### src/rtl/fsdr_pkg.sv
// Purpose: Shared constants and types for the fault status register bank.
// Assumes: 16-bit registers reached by byte offset over a simple port.
// Notes:   Offsets, status bit positions and reset values live here; the bank places LED view bits 8..0 itself.
package fsdr_pkg;

    ////////////////////////////////////////////////////////////////////////
    // Register offsets.
    localparam logic [7:0] BOOST_FAULT_STATUS_OFS      = 8'h10;
    localparam logic [7:0] LED_FAULT_STATUS_OFS        = 8'h12;
    localparam logic [7:0] STATE_MACHINE_DIAG_OFS      = 8'h14;
    localparam logic [7:0] PWM_IN_DUTY_DIAG_OFS        = 8'h16;
    localparam logic [7:0] PWM_OUT_DUTY_DIAG_OFS       = 8'h18;
    localparam logic [7:0] LED_CURRENT_CODE_DIAG_OFS   = 8'h1A;
    localparam logic [7:0] BOOST_VOLTAGE_CODE_DIAG_OFS = 8'h1C;
    localparam logic [7:0] BOOST_INT_EN_OFS            = 8'h20;
    localparam logic [7:0] LED_INT_EN_OFS              = 8'h22;

    ////////////////////////////////////////////////////////////////////////
    // Status bit positions; each clear bit sits one below its status bit.
    localparam int BST_NFLT     = 7;
    localparam int OVERTEMP_CLR_BIT = 14;
    localparam int CUR_RES_BIT  = 13;
    localparam int STR_RES_BIT  = 11;
    localparam int MODE_RES_BIT = 9;
    localparam int FREQ_RES_BIT = 7;
    localparam int BOCP_BIT     = 5;
    localparam int BOVH_BIT     = 3;
    localparam int BOVL_BIT     = 1;
    localparam int LED_NFLT     = 3;
    localparam int TIMEOUT_BIT  = 14;
    localparam int BADSTR_BIT   = 12;
    localparam int ANYLED_BIT   = 10;

    localparam logic [15:0] REG_RESET      = 16'h0000;
    localparam logic [1:0]  INT_EN_ON_WR   = 2'h3;
    localparam logic [1:0]  INT_EN_OFF_WR  = 2'h1;
    localparam logic [1:0]  INT_EN_ON_RD   = 2'h2;
    localparam logic [1:0]  INT_EN_OFF_RD  = 2'h0;
    localparam logic        INT_EN_RESET   = 1'b1;

    // Functional state codes.
    localparam logic [4:0] ST_DISABLED   = 5'h00;
    localparam logic [4:0] ST_NORMAL     = 5'h10;
    localparam logic [4:0] ST_ALL_FAILED = 5'h13;

    ////////////////////////////////////////////////////////////////////////
    // Live diagnostic inputs from the analog and control paths.
    typedef struct packed {
        logic [4:0]  liveStateCode;
        logic [15:0] pwmInDuty;
        logic [15:0] pwmOutDuty;
        logic [11:0] currentDacCode;
        logic [10:0] boostVoltCode;
        logic        ledGroundShortFlag;
        logic        ledInternalShortFlag;
        logic        ledOpenFlag;
        logic [5:0]  chanFault;
    } fsdr_diag_s;

    // One-cycle fault event pulses, boost and LED groups.
    typedef struct packed {
        logic [BST_NFLT-1:0] boost;
        logic [LED_NFLT-1:0] led;
    } fsdr_evt_s;

endpackage

### src/rtl/fsdr_fault_status_diag_regs.sv
// Purpose: Fault status and diagnostics register bank with clear pairs.
// Assumes: Register port is synchronous to clk; events are clk pulses.
// Notes:   Reads return data one cycle after the strobe.
`timescale 1ns/100ps

// Notes on behaviour
// RULE_01: Fault clears only when status and clear written.
// RULE_02: Thermal clear bit sits at boost bit 14; nothing sets thermal status bit 15, which always reads zero.
// RULE_03: Current resistor short flag bit 13, clear 12.
// RULE_04: Missing resistor flags at bits 11, 9, 7.
// RULE_05: Boost fault flags at bits 5, 3, 1.
// RULE_06: LED register timeout fault bit 14, clear 13.
// RULE_07: Bad string configuration bit 12, clear 11.
// RULE_08: Summary LED fault bit 10, clear 9.
// RULE_09: Read-only fault type flags bits 8..6.
// RULE_10: Read-only channel fault flags bits 5..0.
// RULE_11: Live state machine code, five bits.
// RULE_12: Measured input PWM duty, sixteen bits.
// RULE_13: Configured output PWM duty, sixteen bits.
// RULE_14: Twelve-bit current DAC code, upper bits zero.
// RULE_15: All status and diagnostics reset to zero.
// RULE_16: Eleven-bit boost voltage code, upper zero.
// RULE_17: Enable writes 3 on, 1 off; reads 2/0.
// RULE_18: Interrupt while any enabled status bit set.
// RULE_19: Lone status or clear write changes nothing.
// RULE_20: Read-only and reserved writes ignored; reserved zero.
module fsdr_fault_status_diag_regs
    import fsdr_pkg::*;
(
    input  wire logic        clk,
    input  wire logic        rst_n,
    input  wire logic        clkEn,
    input  wire logic        regWrite,
    input  wire logic        regRead,
    input  wire logic [7:0]  regAddr,
    input  wire logic [15:0] regWdata,
    output logic      [15:0] regRdata,
    output logic             regRvalid,
    output logic             faultIrq,
    input  wire fsdr_evt_s   faultEvt,
    input  wire fsdr_diag_s  diagIn
);

    ////////////////////////////////////////////////////////////////////////
    // Status positions per group, index order matches the event vectors except boost index 0.
    localparam int BST_POS [BST_NFLT] = '{OVERTEMP_CLR_BIT + 1, CUR_RES_BIT,
        STR_RES_BIT, MODE_RES_BIT, FREQ_RES_BIT, BOCP_BIT, BOVH_BIT};
    localparam int LED_POS [LED_NFLT] = '{TIMEOUT_BIT, BADSTR_BIT,
        ANYLED_BIT};

    logic [BST_NFLT-1:0] boostFlag_q;
    logic [LED_NFLT-1:0] ledFlag_q;
    logic [BST_NFLT-1:0] boostEn_q;
    logic                boostOvlEn_q;
    logic                boostOvl_q;
    logic [LED_NFLT-1:0] ledEn_q;
    logic [BST_NFLT-1:0] boostClr;
    logic [LED_NFLT-1:0] ledClr;
    logic                ovlClr;
    logic                ovlEvt;
    fsdr_diag_s          diag_q;
    logic [15:0]         rdData_d;
    logic [15:0]         boostView;
    logic [15:0]         ledView;
    logic [15:0]         boostEnView;
    logic [15:0]         ledEnView;
    logic                wrBoost;
    logic                wrLed;

    assign wrBoost = regWrite && regAddr == BOOST_FAULT_STATUS_OFS;
    assign wrLed   = regWrite && regAddr == LED_FAULT_STATUS_OFS;
    // Over-voltage low lives at bit 1, outside the event struct ordering.
    assign ovlEvt  = faultEvt.boost[0];

    ////////////////////////////////////////////////////////////////////////
    // A clear needs both the status bit and the bit just below it set in
    // one write; either alone is harmless so a sloppy read-modify-write
    // cannot drop a fault by accident.
    always_comb
    begin
        for (int i = 0; i < BST_NFLT; i++)
        begin
            boostClr[i] = wrBoost && regWdata[BST_POS[i]]
                          && regWdata[BST_POS[i] - 1]; // RULE_01 RULE_19
        end
        for (int i = 0; i < LED_NFLT; i++)
        begin
            ledClr[i] = wrLed && regWdata[LED_POS[i]]
                        && regWdata[LED_POS[i] - 1]; // RULE_01 RULE_19
        end
        ovlClr = wrBoost && regWdata[BOVL_BIT]
                 && regWdata[BOVL_BIT - 1]; // RULE_01
    end

    ////////////////////////////////////////////////////////////////////////
    // Sticky boost flags. The set wins over a same-cycle clear so that a
    // fault arriving during the clear write is never lost.
    always_ff @(posedge clk)
    begin
        if (!rst_n)
        begin
            boostFlag_q <= '0; // RULE_15
            boostOvl_q  <= 1'b0;
        end
        else if (clkEn)
        begin
            boostFlag_q <= (boostFlag_q & ~boostClr)
                           | {faultEvt.boost[BST_NFLT-1:1], 1'b0};
            boostOvl_q  <= (boostOvl_q & ~ovlClr) | ovlEvt; // RULE_05
        end
    end

    // Sticky LED flags; each bit, the summary included, is set only by its own faultEvt.led pulse.
    always_ff @(posedge clk)
    begin
        if (!rst_n)
        begin
            ledFlag_q <= '0; // RULE_15
        end
        else if (clkEn)
        begin
            ledFlag_q <= (ledFlag_q & ~ledClr) | faultEvt.led; // RULE_08
        end
    end

    ////////////////////////////////////////////////////////////////////////
    // Interrupt enables: 3 turns on, 1 turns off, other codes are ignored.
    always_ff @(posedge clk)
    begin
        if (!rst_n)
        begin
            boostEn_q    <= {BST_NFLT{INT_EN_RESET}};
            boostOvlEn_q <= INT_EN_RESET;
            ledEn_q      <= {LED_NFLT{INT_EN_RESET}};
        end
        else if (clkEn)
        begin
            for (int i = 0; i < BST_NFLT; i++)
            begin
                if (regWrite && regAddr == BOOST_INT_EN_OFS)
                begin
                    if (regWdata[2*i+:2] == INT_EN_ON_WR)
                        boostEn_q[i] <= 1'b1; // RULE_17
                    else if (regWdata[2*i+:2] == INT_EN_OFF_WR)
                        boostEn_q[i] <= 1'b0; // RULE_17
                end
            end
            if (regWrite && regAddr == BOOST_INT_EN_OFS)
            begin
                if (regWdata[15:14] == INT_EN_ON_WR)
                    boostOvlEn_q <= 1'b1;
                else if (regWdata[15:14] == INT_EN_OFF_WR)
                    boostOvlEn_q <= 1'b0;
            end
            for (int i = 0; i < LED_NFLT; i++)
            begin
                if (regWrite && regAddr == LED_INT_EN_OFS)
                begin
                    if (regWdata[2*i+:2] == INT_EN_ON_WR)
                        ledEn_q[i] <= 1'b1; // RULE_17
                    else if (regWdata[2*i+:2] == INT_EN_OFF_WR)
                        ledEn_q[i] <= 1'b0; // RULE_17
                end
            end
        end
    end

    ////////////////////////////////////////////////////////////////////////
    // Diagnostic snapshots are registered so reads see a stable value.
    always_ff @(posedge clk)
    begin
        if (!rst_n)
            diag_q <= '0; // RULE_15
        else if (clkEn)
            diag_q <= diagIn; // RULE_11 RULE_12 RULE_13
    end

    // Interrupt is registered; it drops the cycle after the last clear.
    always_ff @(posedge clk)
    begin
        if (!rst_n)
            faultIrq <= 1'b0;
        else if (clkEn)
            faultIrq <= |(boostFlag_q[BST_NFLT-1:1] & boostEn_q[BST_NFLT-1:1])
                        | (boostOvl_q & boostOvlEn_q)
                        | |(ledFlag_q & ledEn_q); // RULE_18
    end

    ////////////////////////////////////////////////////////////////////////
    // Read views. Clear bits read back zero; reserved bits read zero.
    always_comb
    begin
        boostView   = '0;
        ledView     = '0;
        boostEnView = '0;
        ledEnView   = '0;
        for (int i = 1; i < BST_NFLT; i++)
        begin
            boostView[BST_POS[i]] = boostFlag_q[i]; // RULE_02 RULE_03 RULE_04
        end
        boostView[BOVL_BIT] = boostOvl_q; // RULE_05
        for (int i = 0; i < LED_NFLT; i++)
        begin
            ledView[LED_POS[i]] = ledFlag_q[i]; // RULE_06 RULE_07 RULE_08
            ledEnView[2*i+:2]   = ledEn_q[i] ? INT_EN_ON_RD : INT_EN_OFF_RD;
        end
        for (int i = 0; i < BST_NFLT; i++)
        begin
            boostEnView[2*i+:2] = boostEn_q[i] ? INT_EN_ON_RD
                                               : INT_EN_OFF_RD; // RULE_17
        end
        boostEnView[15:14] = boostOvlEn_q ? INT_EN_ON_RD : INT_EN_OFF_RD;
        ledView[8] = diag_q.ledGroundShortFlag;   // RULE_09
        ledView[7] = diag_q.ledInternalShortFlag; // RULE_09
        ledView[6] = diag_q.ledOpenFlag;          // RULE_09
        ledView[5:0] = diag_q.chanFault;          // RULE_10
        case (regAddr)
            BOOST_FAULT_STATUS_OFS:      rdData_d = boostView;
            LED_FAULT_STATUS_OFS:        rdData_d = ledView;
            STATE_MACHINE_DIAG_OFS:
                rdData_d = {11'h000, diag_q.liveStateCode}; // RULE_11
            PWM_IN_DUTY_DIAG_OFS:        rdData_d = diag_q.pwmInDuty;
            PWM_OUT_DUTY_DIAG_OFS:       rdData_d = diag_q.pwmOutDuty;
            LED_CURRENT_CODE_DIAG_OFS:
                rdData_d = {4'h0, diag_q.currentDacCode}; // RULE_14
            BOOST_VOLTAGE_CODE_DIAG_OFS:
                rdData_d = {5'h00, diag_q.boostVoltCode}; // RULE_16
            BOOST_INT_EN_OFS:            rdData_d = boostEnView;
            LED_INT_EN_OFS:              rdData_d = ledEnView;
            default:                     rdData_d = REG_RESET; // RULE_20
        endcase
    end

    // Read data is captured on the strobe and held until the next read.
    always_ff @(posedge clk)
    begin
        if (!rst_n)
        begin
            regRdata  <= REG_RESET;
            regRvalid <= 1'b0;
        end
        else if (clkEn)
        begin
            regRvalid <= regRead;
            if (regRead)
                regRdata <= rdData_d;
        end
    end

endmodule

### config.mk
export PLATFORM = sky130hd
export DESIGN_NAME = fsdr_fault_status_diag_regs
export DESIGN_NICKNAME = d
export VERILOG_FILES = /design/src/rtl/fsdr_pkg.sv /design/src/rtl/fsdr_fault_status_diag_regs.sv
export SDC_FILE = /design/constraint.sdc
export NUM_CORES = 1
export LEC_CHECK = 0
export ABC_AREA = 1
export BUFFER_PORTS_ARGS = -buffer_cell sky130_fd_sc_hd__buf_2
export CORE_MARGIN = 5
export CORE_UTILIZATION = 47
export DETAILED_ROUTE_END_ITERATION = 8
export PLACE_DENSITY_LB_ADDON = 0.15
export REMOVE_ABC_BUFFERS = 1
export SLEW_MARGIN = 30
export SYNTH_ARGS = -nofsm -noshare
export SYNTH_HDL_FRONTEND = slang
export SYNTH_SLANG_ARGS = --single-unit
### constraint.sdc
create_clock -name clk -period 1.25 [get_ports clk]
set_input_delay 0.1875 -clock clk [delete_from_list [all_inputs] [get_ports clk]]
set_output_delay 0.1875 -clock clk [all_outputs]
set_load 0.03 [all_outputs]
==> qor_table.md <==
| Metric | Reported | Unit |
|---|---|---|
| Post-route standard cell area excluding fillers | 0.00602 | sq mm |
| Buffers and inverters on the worst path | 1 | - |
| Final Critical Period | 1.17 | ns |
| Sequential Area | 0.00216 | sq mm |
| H-tree Lvls | 3 | - |
| Routed vias/inst | 5.17 | - |
| WP data required | 1.06 | ns |
| Critical path capture point type | output pin | - |
| Kind of cell adding the most delay to the critical path | flip-flops | - |
| GR Util All Layers | 0.227 | - |
| Floorplan die area | 0.0122 | sq mm |
| Detailed placement HPWL | 10.7 | mm |
| Root Buffer | clkbuf_8 | - |
| Commonest cells after routing, fill and taps aside | 125 x buf_2, 117 x nor2_1, 114 x nand2_1, 108 x dfxtp_1, 93 x o21ai_0 | - |
| Most common library cell in the layout ignoring fill and taps | buf_2 | - |
| Max rail drop VDD | 0.570 | mV |
| Clock transition at the registers of the reported paths | 0.11 | ns |
| Maximum single-stage delay on the critical path | 0.39 | ns |
| Setup TNS | 0 | ns |
| Number of antenna violations at the first check in global routing | 0 | - |
| Initial DRT Pass Iterations | 5 | - |
| RD Place Congestion | 0.899 | - |
| Average instance area after synthesis | 7.07 | sq um |
| Total number of vias | 4957 | - |
| Chip width | 111 | um |
| Worst Tran Pin Value | 0.538 | ns |
| Max Freq | 0.854 | GHz |
| Number of storage elements in the synthesis netlist | 108 | - |
| Power per unit of standard cell area | 1120 | mW/mm^2 |
| Fraction of final layout cells with drive strength greater than 1 | 0.258 | - |
| Cell total after placement | 942 | - |
| Final #Nets | 929 | - |
| Area of the mapped netlist | 0.00476 | sq mm |
| Clock insertion delay at the later pin of the skew report | 0.37 | ns |
| Maximum clock insertion buffer count | 2 | - |
| Detail-routed net length per standard cell | 14.8 | um |
| Largest net degree at the start of global routing | 39 | - |
| Global-route wire length before repair | 23.2 | mm |
| Count of boundary I/O pins | 126 | - |
| Hold Vio Cnt, Final | 0 | - |
| Overall die height | 111 | um |
| Netlist cell types | 23 | - |
| Final period utilization | 0.937 | - |
| Max-cap violation count | 0 | - |
| Fillcell total | 949 | - |
| Count of mapped cells out of synthesis | 673 | - |
| Final cell utilization of the core | 0.613 | - |
| Num Clock Sinks | 108 | - |
| Share of synthesized area occupied by flip-flops and latches | 0.454 | - |
| Unrepaired setup endpoints after global routing | false | - |
| Run status | finished clean | - |
| Warnings from Yosys | 0 | - |
| Post-layout power | 6.73 | mW |
| Number of buffers added on ports | 125 | - |
| Data arrival time of the worst path | 0.98 | ns |
| Static leakage | 2.81 | nW |
| Total DRC errors in the routed layout | 0 | - |
| Total CTS buffers | 9 | - |
| Initial core utilization | 0.484 | - |
| Worst min path class | input port to flip-flop | - |
| Max-slew headroom at the worst pin | 0.641 | - |
| Cell row count | 36 | - |
| Sequence of cells on the critical path | buf_2 | - |
| Crit start category | flip-flop | - |
| Vias in the first global route | 4735 | - |
| Multi-input combinational cell area | 0.00224 | sq mm |
| Cell with the largest stage delay on the worst path | dfxtp_1 | - |
| Post-Place Cell Area | 0.00580 | sq mm |
| Highest fanout seen on the critical path | 2 | - |
| Total wire length after detailed routing | 14.2 | mm |
| Number of setup violations in the final report | 0 | - |
| Core area | 0.00982 | sq mm |
| Type of the setup path with the least slack | flip-flop to output pin | - |
| Area growth syn-to-layout | 26.6 | % |
| Slew Viols, Final | 0 | - |
| Number of diodes added for antenna fixing | 0 | - |
| Leftover overflow at the end of global routing | 0 | - |
| Final antenna-violating net count | 0 | - |
| Clock skew | 0.00718 | ns |
| Clock tree from TritonCTS | built | - |
| Final non-filler cell total | 959 | - |
| DRC marker count from the first detailed-route iteration | 342 | - |
[cells by family after synthesis]
group,count (synthesis),share of synthesized area
AOI/OAI and AO/OA,170,0.189
buffers and inverters,84,0.0757
DFF,108,0.454
and+or+nand+nor,311,0.280
[routing by layer]
layer	vias up	GRT usage	wire, um
met5	-	0	0
met4	0	0.0673	187
met3	22	0.0410	993
met2	185	0.363	6580
met1	2241	0.311	6430
li1	2509	-	-
[repair_timing]
item,4_1_cts,5_1_grt
setup endpoints to repair,0,7
hold buffers,0,0
setup buffers,0,1
gates resized for setup,0,6
[worst paths after layout]
kind / from / end / slack, ns / cells after the start
worst max-delay path: regRdata[3] / regRdata[3] / 0.08 / 1
worst min-delay path: diagIn[46] / diag_q[46] / 0.03 / 3
worst max register to register: ledEn_q[0] / regRdata[1] / 0.09 / 7
worst min register to register: diag_q[3] / diag_q[3] / 0.45 / 2
[where the power goes]
part,internal (mW),switching (mW)
Sequential,3.62,0.0901
Combinational,0.334,0.458
Clock,0.959,1.27
[per-stage QoR]
step | setup WS [ns] | hold WS [ns]
6_report | 0.0788 | 0.0259
3_5_place_dp | -0.366 | 0.413
4_1_cts | 0.0151 | 0.0201
3_3_place_gp | -0.349 | 0.408
5_1_grt | 0.0127 | 0.0311
2_1_floorplan | -0.314 | 0.286
[registers in the layout, summed over array words and instances (netlist names), 3 cells and up]
register     flops
diag_q          69
ledFlag_q        3
regRdata        16
boostFlag_q      6
boostEn_q        7
ledEn_q          3
[area by class of cell]
| type | count | share of cell area |
|---|---|---|
| Clock inverter | 7 | 0.0139 |
| Timing Repair Buffer | 173 | 0.176 |
| Sequential cell | 108 | 0.359 |
| Clock buffer | 9 | 0.0206 |
| Multi-Input combinational cell | 481 | 0.373 |
| Inverter | 48 | 0.0299 |
| Tap cell | 133 | 0.0276 |
[synthesized netlist by cell type (all sizes together)]
library cell	instances	area, sq um
buf	11	86.3
a221oi	2	17.5
nand3	58	290
o211ai	11	82.6
inv	48	180
clkbuf	25	93.8
nor2	125	528
a21oi	50	250
nand4	8	50.1
a22o	1	8.76
nand2	120	465
dfxtp	108	2160
o21ai	106	542
Note: power is estimated with default switching activity, not from simulation.
